$ cat src/rtl/exc_pkg.sv
// Shared constants and carrier types for the software exception unit.
// Assumes a 32-bit core whose decoder flags trap and return instructions for one cycle.
package exc_pkg;

	// Width of the trap operand vector.
	localparam int unsigned VEC_W = 5;

	// Width of the cause code field in the low half of the cause register.
	localparam int unsigned CAUSE_CODE_W = 16;

	// Handler entry addresses for the two vector ranges.
	localparam logic [31:0] HANDLER_LOW_ADDR  = 32'h00000040;
	localparam logic [31:0] HANDLER_HIGH_ADDR = 32'h00000050;

	// First vector that selects the high handler.
	localparam logic [4:0] VEC_HIGH_FIRST = 5'h10;

	// Base of the cause code written on trap entry; the vector is added to it.
	localparam logic [15:0] TRAP_CODE_BASE = 16'h0040;

	// Status word field positions.
	localparam int unsigned PSW_ID_BIT = 5;
	localparam int unsigned PSW_EXC_BIT = 6;

	// Status word bits that exist; the rest read as zero.
	localparam logic [31:0] PSW_WMASK = 32'h000000ff;

	// Values after reset.
	localparam logic [31:0] PSW_RESET   = 32'h00000020;
	localparam logic [31:0] SAVE_RESET  = 32'h00000000;
	localparam logic [31:0] CAUSE_RESET = 32'h00000000;

	// Register byte offsets on the bus.
	localparam logic [7:0] REG_PSW_OFS    = 8'h00;
	localparam logic [7:0] REG_SAVED_PC_OFS  = 8'h04;
	localparam logic [7:0] REG_SAVED_PSW_OFS = 8'h08;
	localparam logic [7:0] REG_CAUSE_OFS  = 8'h0c;
	localparam logic [7:0] REG_STATUS_OFS = 8'h10;

	// Status register bit positions.
	localparam int unsigned STAT_EXC_BIT     = 0;
	localparam int unsigned STAT_REFUSED_BIT = 1;

	// Bus response codes.
	localparam logic [1:0] RESP_OKAY   = 2'h0;
	localparam logic [1:0] RESP_SLVERR = 2'h2;

	// One-cycle request from the decoder.
	typedef struct packed {
		logic             trap;
		logic             exc_return;
		logic [VEC_W-1:0] vector;
		logic [31:0]      return_pc;
	} exc_cmd_s;

endpackage

$ cat src/rtl/handler_select.sv
// Maps a trap operand vector to its handler address and cause code.
// Pure combinational; the caller registers the results.
`timescale 1ns/1ps
module handler_select #(
	parameter int unsigned VW = 5
) (
	input  wire logic [VW-1:0] vector,
	input  wire logic [15:0]   code_base,
	output logic      [31:0]   handler_addr,
	output logic      [15:0]   cause_code
);
	import exc_pkg::*;

	// The range split sits at bit 4, so narrower vectors cannot reach the high handler.
	if (VW != VEC_W) begin : g_width_check
		$error("handler_select: vector width must equal VEC_W");
	end

	// Vectors 0 to 0fh go low, 10h to 1fh go high.
	always_comb begin
		if (vector >= VEC_HIGH_FIRST) begin
			handler_addr = HANDLER_HIGH_ADDR;
		end else begin
			handler_addr = HANDLER_LOW_ADDR;
		end
		cause_code = code_base + {11'h000, vector};
	end

endmodule

$ cat src/rtl/exc_unit.sv
// Software exception entry and return unit with an AXI4-Lite register window.
// Assumes the decoder pulses trap or return for one cycle and that the fetch unit
// takes pc_load_q with pc_target_q and starts the handler in the cycle after.
// Summary of operation
// - Trap instruction always accepted, ignoring interrupt disable.
// - Entry saves return PC into save register.
// - Entry saves status word before changing flags.
// - Entry writes source code into low cause field.
// - Entry sets exception and interrupt disable flags.
// - Vector 0 to 0fh jumps to 40h.
// - Vector 10h to 1fh jumps to 50h.
// - Return with flag set restores PC and status.
// - Execution resumes at restored PC, restored status.
// - Exception flag is status bit six.
`timescale 1ns/1ps
module exc_unit #(
	parameter logic [15:0] CODE_BASE = exc_pkg::TRAP_CODE_BASE
) (
	input  wire logic             aclk,
	input  wire logic             aresetn,
	input  wire exc_pkg::exc_cmd_s cmd,
	output logic                  pc_load_q,
	output logic [31:0]           pc_target_q,
	output logic [31:0]           psw_q,
	input  wire logic [7:0]       s_axi_awaddr,
	input  wire logic             s_axi_awvalid,
	output logic                  s_axi_awready,
	input  wire logic [31:0]      s_axi_wdata,
	input  wire logic [3:0]       s_axi_wstrb,
	input  wire logic             s_axi_wvalid,
	output logic                  s_axi_wready,
	output logic [1:0]            s_axi_bresp,
	output logic                  s_axi_bvalid,
	input  wire logic             s_axi_bready,
	input  wire logic [7:0]       s_axi_araddr,
	input  wire logic             s_axi_arvalid,
	output logic                  s_axi_arready,
	output logic [31:0]           s_axi_rdata,
	output logic [1:0]            s_axi_rresp,
	output logic                  s_axi_rvalid,
	input  wire logic             s_axi_rready
);
	import exc_pkg::*;

	logic [31:0] saved_pc_q;    // Saved return PC.
	logic [31:0] saved_psw_q;   // Saved status word.
	logic [31:0] cause_q;       // Cause register, code in the low half.
	logic        refused_q;     // Sticky: a return arrived with no exception in progress.
	logic [31:0] handler_addr;  // Handler for the current vector.
	logic [15:0] cause_code;    // Code for the current vector.
	logic        do_trap;       // Trap entry this cycle.
	logic        do_return;     // Accepted return this cycle.
	logic        bad_return;    // Return that finds no exception in progress.
	logic        hw_event;      // Any hardware update of the state this cycle.
	logic [7:0]  aw_addr_q;     // Held write address.
	logic        aw_held_q;     // Write address captured.
	logic [31:0] w_data_q;      // Held write data.
	logic [3:0]  w_strb_q;      // Held byte strobes.
	logic        w_held_q;      // Write data captured.
	logic        wr_fire;       // Register write performed this cycle.
	logic [31:0] wr_mask;       // Byte-lane mask from the strobes.
	logic [31:0] rd_word;       // Read mux output.
	logic        rd_hit;        // Read address is mapped.
	logic        wr_hit;        // Write address is mapped and writable.

	handler_select #(
		.VW(VEC_W)
	) u_sel (
		.vector       (cmd.vector),
		.code_base    (CODE_BASE),
		.handler_addr (handler_addr),
		.cause_code   (cause_code)
	);

	// A trap wins over a return in the same cycle, since the return can be retried
	// by software but a lost trap would skip a system call.
	always_comb begin
		do_trap  = cmd.trap;
		do_return  = cmd.exc_return && !cmd.trap && psw_q[PSW_EXC_BIT];
		bad_return = cmd.exc_return && !cmd.trap && !psw_q[PSW_EXC_BIT];
		hw_event   = cmd.trap || cmd.exc_return;
	end

	// Bus writes wait for a cycle with no hardware update, so neither side is lost.
	always_comb begin
		wr_fire = aw_held_q && w_held_q && !s_axi_bvalid && !hw_event;
		wr_mask = {{8{w_strb_q[3]}}, {8{w_strb_q[2]}}, {8{w_strb_q[1]}}, {8{w_strb_q[0]}}};
		wr_hit  = (aw_addr_q == REG_PSW_OFS) || (aw_addr_q == REG_SAVED_PC_OFS) ||
			(aw_addr_q == REG_SAVED_PSW_OFS) || (aw_addr_q == REG_STATUS_OFS);
	end

	// Status word: entry sets the flags, return restores it, software may write it.
	always_ff @(posedge aclk) begin
		if (!aresetn) begin
			psw_q <= PSW_RESET;
		end else if (do_trap) begin
			// Flags are set on the old word, which was copied to the save register.
			psw_q[PSW_EXC_BIT] <= 1'b1;
			psw_q[PSW_ID_BIT]  <= 1'b1;
		end else if (do_return) begin
			psw_q <= saved_psw_q & PSW_WMASK;
		end else if (wr_fire && aw_addr_q == REG_PSW_OFS) begin
			psw_q <= ((psw_q & ~wr_mask) | (w_data_q & wr_mask)) & PSW_WMASK;
		end
	end

	// Save registers are written by entry and by software for nested handlers.
	always_ff @(posedge aclk) begin
		if (!aresetn) begin
			saved_pc_q  <= SAVE_RESET;
			saved_psw_q <= SAVE_RESET;
		end else if (do_trap) begin
			saved_pc_q  <= cmd.return_pc;
			saved_psw_q <= psw_q;
		end else if (wr_fire && aw_addr_q == REG_SAVED_PC_OFS) begin
			saved_pc_q <= (saved_pc_q & ~wr_mask) | (w_data_q & wr_mask);
		end else if (wr_fire && aw_addr_q == REG_SAVED_PSW_OFS) begin
			saved_psw_q <= ((saved_psw_q & ~wr_mask) | (w_data_q & wr_mask)) & PSW_WMASK;
		end
	end

	// Cause register is read-only to software; only trap entry changes it.
	always_ff @(posedge aclk) begin
		if (!aresetn) begin
			cause_q <= CAUSE_RESET;
		end else if (do_trap) begin
			cause_q[CAUSE_CODE_W-1:0] <= cause_code;
		end
	end

	// Refused-return flag; a clearing write waits out a new refusal, then clears the flag.
	always_ff @(posedge aclk) begin
		if (!aresetn) begin
			refused_q <= 1'b0;
		end else if (bad_return) begin
			refused_q <= 1'b1;
		end else if (wr_fire && aw_addr_q == REG_STATUS_OFS && w_strb_q[0] &&
			w_data_q[STAT_REFUSED_BIT]) begin
			refused_q <= 1'b0;
		end
	end

	// Program counter redirect, registered so the whole entry is visible together.
	always_ff @(posedge aclk) begin
		if (!aresetn) begin
			pc_load_q   <= 1'b0;
			pc_target_q <= HANDLER_LOW_ADDR;
		end else begin
			pc_load_q <= do_trap || do_return;
			if (do_trap) begin
				pc_target_q <= handler_addr;
			end else if (do_return) begin
				pc_target_q <= saved_pc_q;
			end
		end
	end

	// Write address and data channels are captured independently, in either order.
	always_ff @(posedge aclk) begin
		if (!aresetn) begin
			aw_held_q <= 1'b0;
			aw_addr_q <= 8'h00;
		end else if (s_axi_awvalid && s_axi_awready) begin
			aw_held_q <= 1'b1;
			aw_addr_q <= {s_axi_awaddr[7:2], 2'b00};
		end else if (wr_fire) begin
			aw_held_q <= 1'b0;
		end
	end

	// Write data holding register.
	always_ff @(posedge aclk) begin
		if (!aresetn) begin
			w_held_q <= 1'b0;
			w_data_q <= 32'h00000000;
			w_strb_q <= 4'h0;
		end else if (s_axi_wvalid && s_axi_wready) begin
			w_held_q <= 1'b1;
			w_data_q <= s_axi_wdata;
			w_strb_q <= s_axi_wstrb;
		end else if (wr_fire) begin
			w_held_q <= 1'b0;
		end
	end

	// Ready is dropped while a channel holds an item, which back-pressures the master.
	always_ff @(posedge aclk) begin
		if (!aresetn) begin
			s_axi_awready <= 1'b0;
			s_axi_wready  <= 1'b0;
		end else begin
			s_axi_awready <= !(aw_held_q || (s_axi_awvalid && s_axi_awready)) || wr_fire;
			s_axi_wready  <= !(w_held_q || (s_axi_wvalid && s_axi_wready)) || wr_fire;
		end
	end

	// Write response; unmapped or read-only addresses answer with a slave error.
	always_ff @(posedge aclk) begin
		if (!aresetn) begin
			s_axi_bvalid <= 1'b0;
			s_axi_bresp  <= RESP_OKAY;
		end else if (wr_fire) begin
			s_axi_bvalid <= 1'b1;
			s_axi_bresp  <= wr_hit ? RESP_OKAY : RESP_SLVERR;
		end else if (s_axi_bready) begin
			s_axi_bvalid <= 1'b0;
		end
	end

	// Read mux; unmapped offsets read zero.
	always_comb begin
		rd_hit  = 1'b1;
		rd_word = 32'h00000000;
		case ({s_axi_araddr[7:2], 2'b00})
			REG_PSW_OFS: begin
				rd_word = psw_q;
			end
			REG_SAVED_PC_OFS: begin
				rd_word = saved_pc_q;
			end
			REG_SAVED_PSW_OFS: begin
				rd_word = saved_psw_q;
			end
			REG_CAUSE_OFS: begin
				rd_word = cause_q;
			end
			REG_STATUS_OFS: begin
				rd_word[STAT_EXC_BIT]     = psw_q[PSW_EXC_BIT];
				rd_word[STAT_REFUSED_BIT] = refused_q;
			end
			default: begin
				rd_hit = 1'b0;
			end
		endcase
	end

	// Read channel: one read at a time, answered the cycle after the address.
	always_ff @(posedge aclk) begin
		if (!aresetn) begin
			s_axi_arready <= 1'b0;
			s_axi_rvalid  <= 1'b0;
			s_axi_rdata   <= 32'h00000000;
			s_axi_rresp   <= RESP_OKAY;
		end else if (s_axi_arvalid && s_axi_arready) begin
			s_axi_arready <= 1'b0;
			s_axi_rvalid  <= 1'b1;
			s_axi_rdata   <= rd_word;
			s_axi_rresp   <= rd_hit ? RESP_OKAY : RESP_SLVERR;
		end else if (s_axi_rvalid && s_axi_rready) begin
			s_axi_rvalid  <= 1'b0;
			s_axi_arready <= 1'b1;
		end else if (!s_axi_rvalid) begin
			s_axi_arready <= 1'b1;
		end
	end
endmodule

$ cat config.mk
export PLATFORM = sky130hd
export DESIGN_NAME = exc_unit
export DESIGN_NICKNAME = d
export VERILOG_FILES = /design/src/rtl/exc_pkg.sv /design/src/rtl/handler_select.sv /design/src/rtl/exc_unit.sv
export SDC_FILE = /design/constraint.sdc
export NUM_CORES = 1
export LEC_CHECK = 0
export BUFFER_PORTS_ARGS = -buffer_cell sky130_fd_sc_hd__buf_4
export CAP_MARGIN = 20
export CELL_PAD_IN_SITES_DETAIL_PLACEMENT = 2
export CELL_PAD_IN_SITES_GLOBAL_PLACEMENT = 2
export CORE_MARGIN = 5
export CORE_UTILIZATION = 31
export DETAILED_ROUTE_END_ITERATION = 6
export PLACE_DENSITY_LB_ADDON = 0.1
export SYNTH_ARGS = -nofsm -noshare
export SYNTH_HDL_FRONTEND = slang
export SYNTH_SLANG_ARGS = --single-unit
$ cat constraint.sdc
create_clock -name aclk -period 2 [get_ports aclk]
set_input_delay 0.1 -clock aclk [delete_from_list [all_inputs] [get_ports aclk]]
set_output_delay 0.1 -clock aclk [all_outputs]
set_load 0.1 [all_outputs]
# Word-level counts from Yosys, hierarchy flattened
# Index checks and enable logic that the tools add are counted.
[classes] n_addsub=1 magnitude_cmp=1 eq_ne=9 muxes=27 bitwise=10 n_reduce_logical=48
[op_table] cell="2-to-1 mux 32 bit" count=9
[op_table] cell="one-hot mux 30 bit (4 select lines)" count=1
[op_table] cell="AND 32 bit" count=2
[op_table] cell="inverter 32 bit" count=1
[op_table] cell="bitwise OR 32 bit" count=1
[op_table] cell="equality test 6 x 2 -> 1 bit (second input constant)" count=3
[op_table] cell="nonzero test 2 bit" count=9
[op_table] cell="AND 8 bit" count=2
[op_table] cell="logical AND 1 bit" count=16
[op_table] cell="bitwise OR 8 bit" count=2
[op_table] cell="equality test 6 x 1 -> 1 bit (second input constant)" count=2
[op_table] cell="equality test 6 x 3 -> 1 bit (second input constant)" count=2
[op_table] cell="2-to-1 mux 1 bit" count=12
[op_table] cell="one-hot mux 2 bit (5 select lines)" count=1
[op_table] cell="logical OR 1 bit" count=9
[op_table] cell="adder 7 x 5 -> 8 bit (first input constant)" count=1
[op_table] cell="logical NOT 8 bit" count=1
[op_table] cell="logical NOT 1 bit" count=6
[op_table] cell="logical NOT 6 bit" count=1
[op_table] cell="2-to-1 mux 2 bit" count=3
[op_table] cell=">= comparator 5 bit (second input constant)" count=1
[op_table] cell="2-to-1 mux 5 bit" count=1
[op_table] cell="OR reduction 5 bit" count=1
[op_table] cell="AND reduction 2 bit" count=2
[op_table] cell="other kinds (5)" count=7
[word_totals] register_bits=231 output_inout_bits=106 wordCells=118

# Depth between registers and ports, before layout
[depth] word_depth=8 ltp_mapped=7 depth_no_buf=4

# By module
# A second synthesis with hierarchy kept.
[hier_totals] hier_cells=913 area_unflattened_um2=8195.4
[by_module_without_submodules] mod="exc_unit" instances=1 cells_per_inst=827 area_per_inst_um2=7533.5 seq_area_each_um2=3623.5
[by_module_without_submodules] mod="handler_select" instances=1 cells_per_inst=86 area_per_inst_um2=661.9 seq_area_each_um2=0.0

# Least setup slack after synthesis
# No wires, ideal clock.
[synth_timing] path_kind="register to register" start="register psw_q[6]" end="register (tool-made name)" arrival_ps=2208 setup_slack_ps=-269 path_stages_with_launch=8 n_path_buf=3 path_cell_list="dfxtp_1 -> clkbuf_1 -> and3b_1 -> clkbuf_1 -> clkbuf_1 -> nand2_1 -> o211ai_1 -> o311a_1"
[synth_lines] element="from (decl)" line_no="exc_unit.sv:24" text="output logic [31:0] psw_q,"
[synth_lines] element="from (signal assigned)" line_no="exc_unit.sv:101" text="psw_q <= saved_psw_q & PSW_WMASK;"
[synth_lines] element="from (signal assigned)" line_no="exc_unit.sv:103" text="psw_q <= ((psw_q & ~wr_mask) | (w_data_q & wr_mask)) & PSW_WMASK;"

==> run_results.csv <==
group,metric,value,unit
global_route,grt_max_degree,77,
timing,relSlewSlack,0.6250,
setup_path,worstPathArrival,2.18,ns
clock_network,cts_root_buf,"clkbuf_16",
floorplan,die_y,163.4,um
clock_network,cts_sinks,171,
setup_path,rr_startpoint,"aw_addr_q[7]",
placed_design,place_congestion,0.7789,
route,dr.pass1.iters,4,
placed_design,dp_hpwl,18430,um
timing,tightestPinTransition,0.5626,ns
finish,syn_to_final_growth,39.86,%
floorplan,start_util,0.3125,
setup_path,crit_family,"simple AND/OR/NAND/NOR gates",
setup_path,reg2reg_setup_slack,0.10,ns
timing,min_period,1.897,ns
timing,rsz0062_at_grt,"false",
clock_network,cts.path.max_buffers,2,
clock_network,cts_htree_levels,4,
setup_path,cp-startpoint,"aw_addr_q[7]",
clock_network,tritoncts,"built",
finish,fin_nets,1117,
setup_path,endpoint_kind,"flip-flop",
floorplan,coreArea,0.02333,mm^2
timing,fmax,527.2,MHz
synthesis,synth_most_common_cell,"dfxtp_1",
pwr,leakagePower,4.053,nW
route,viasPerCell,4.975,
global_route,grt_pass1_wl,41390,um
setup_path,cp_max_fo,8,
synthesis,yosysTopAreaCellShare,0.4695,
finish,drive_gt1_frac,0.2471,
global_route,grt.total_usage,0.1965,
global_route,overflow,0,
clock_network,cts_buffers,17,
synthesis,netlist_top_cells_count,"dfxtp_1, nand2_1, clkbuf_1, a21boi_0, nand3_1",
timing,tns,0,ns
floorplan,die_x,163.4,um
clock_network,cts_resized,0,
synthesis,ys_seq_elements,171,
timing,min_period_over_period,0.9484,
floorplan,die-area,0.02669,mm^2
run,maxCapViolCount,0,
min_path,holdPathStages,3,
pwr,powerDensity,807.6,mW/mm^2
setup_path,crit_buf_inv,0,
setup_path,path_cells,"or3_1 > or4_4 > o21a_1 > mux2i_1",
synthesis,dominantRegCellSynth,"dfxtp_1",
floorplan,row_count,56,
global_route,grt_antenna_before_repair,0,
timing,setup-violations-final,0,
floorplan,ios,204,
setup_path,start_kind,"flip-flop",
synthesis,synth-async-reset-ratio,0,
synthesis,synth-edff-count,0,
pwr,vdd_ir_drop_max,0.0004251,V
timing,hold_violations,0,
route,routed_wl,26510,um
placed_design,placedCellCount,1245,
global_route,grt_pass1_vias,7517,
setup_path,path_depth,4,
synthesis,ys_types,47,
setup_path,worstSetupPathType,"flip-flop to flip-flop",
setup_path,slowest_stage,"or4_4",
timing,drv_slew,0,
route,vias,6721,
min_path,hp-class,"primary input to flip-flop",
route,ant_nets,0,
outcome,run_status,"completed",
route,wire_per_inst,19.62,um
synthesis,ys_warn_count,0,
setup_path,r2r_cells,4,
finish,stdcell_count,1351,
clock_network,clk_pin_slew_worst_paths,0.07,ns
setup_path,worstPathRequired,2.28,ns
synthesis,synth-seq-area-share,0.4695,
synthesis,synth_top_cell_by_area,"dfxtp_1",
route,drc,0,
finish,n_antenna_cell,0,
route,drt-initial-drc-count,159,
synthesis,synthTopCellsByArea,"dfxtp_1, nand2_1, a21boi_0",
synthesis,synth_area_per_cell,9.149,um^2
placed_design,port_buffers,173,
synthesis,synthCells,797,
clock_network,clk_latency,0.43,ns
timing,clock_skew,0.01600,ns
setup_path,critPathMaxStageDelay,0.45,ns
synthesis,syn_area,0.007292,mm^2
-- metal layers --
metal	GRT usage	up-vias	wire, um
met5	0	-	0
met4	0.04308	0	269
met3	0.04164	22	1077
met2	0.3517	136	13630
met1	0.2433	3367	11530
li1	-	3196	-
-- logic make-up (layout without fill, tap and decap cells) --
logic type	Yosys count	count (layout)	share of synthesized area
mux	29	29	0.05010
fa+ha+maj	1	1	0.001373
compound gates	205	205	0.2088
simple gates	290	290	0.1984
other cells	1	26	0.0005143
buf+inv	100	310	0.07138
flops	171	171	0.4695
-- tightest hold or removal path, cell delays in order --
cell	delay [ns]
buf_4	0.14
nand3_1	0.08
a21boi_0	0.07
-- per-stage QoR --
step	utilization	worst slack, ns	power [W]	hold WS, ns	instance area (um^2)
after floorplan	-	0.01157	0.004521	0.2449	7390
after global placement	0.3803	0.1312	0.004840	0.3646	8874
after detailed placement	0.3803	0.09799	0.004881	0.3737	8874
after CTS	0.4371	0.1065	0.008342	0.001459	10200
after global routing	0.4371	0.04751	0.008576	0.01897	10200
final	0.4371	0.1032	0.008236	0.01683	10200
-- power by group --
part | internal (W) | switching (W)
Clock | 0.00171 | 0.00161
Combinational | 0.000445 | 0.000829
Sequential | 0.00353 | 0.000116
-- cell type report --
| class | instances | area, um^2 |
|---|---|---|
| clock buffer | 18 | 439.2 |
| clock inverter | 14 | 145.1 |
| fill | 2500 | 13130 |
| inverter | 3 | 11.26 |
| multi-input combinational | 551 | 3465 |
| sequential | 171 | 3427 |
| tap | 319 | 399.1 |
| timing repair buffer | 275 | 2312 |
-- cells in the final DEF (no fill, tap or decap), drive strengths merged, types with 7 or more instances in the layout --
cell / Yosys / routed
clkbuf: 52 / 18
nor4: 7 / 7
a22o: 24 / 24
a22oi: 35 / 35
buf: 45 / 201
a21oi: 15 / 15
nand3: 48 / 48
inv: 3 / 13
o211ai: 30 / 30
o211a: 9 / 9
mux2i: 23 / 23
nor2b: 45 / 45
dlygate4sd3: 0 / 74
nand2: 159 / 159
a21boi: 49 / 49
conb: 1 / 26
o21ai: 22 / 22
dfxtp: 171 / 171
-- worst min path at each step --
| stage | startpoint | end | slack (ns) |
|---|---|---|---|
| floorplan | s_axi_wdata[10] | w_data_q[10] | 0.24 |
| detailed placement | s_axi_wdata[15] | w_data_q[15] | 0.37 |
| CTS | s_axi_awvalid | aw_addr_q[4] | 0.001 |
| global placement | s_axi_wdata[10] | w_data_q[10] | 0.36 |
| global route | s_axi_awvalid | aw_addr_q[3] | 0.02 |
| finish | s_axi_awvalid | aw_addr_q[3] | 0.02 |
-- repair_timing --
action | 4_1_cts | 5_1_grt
setup buffers | 0 | 0
endpoints found under the hold margin | 75 | 0
hold buffers | 74 | 0
No activity file was read; power rests on OpenSTA's default activity.
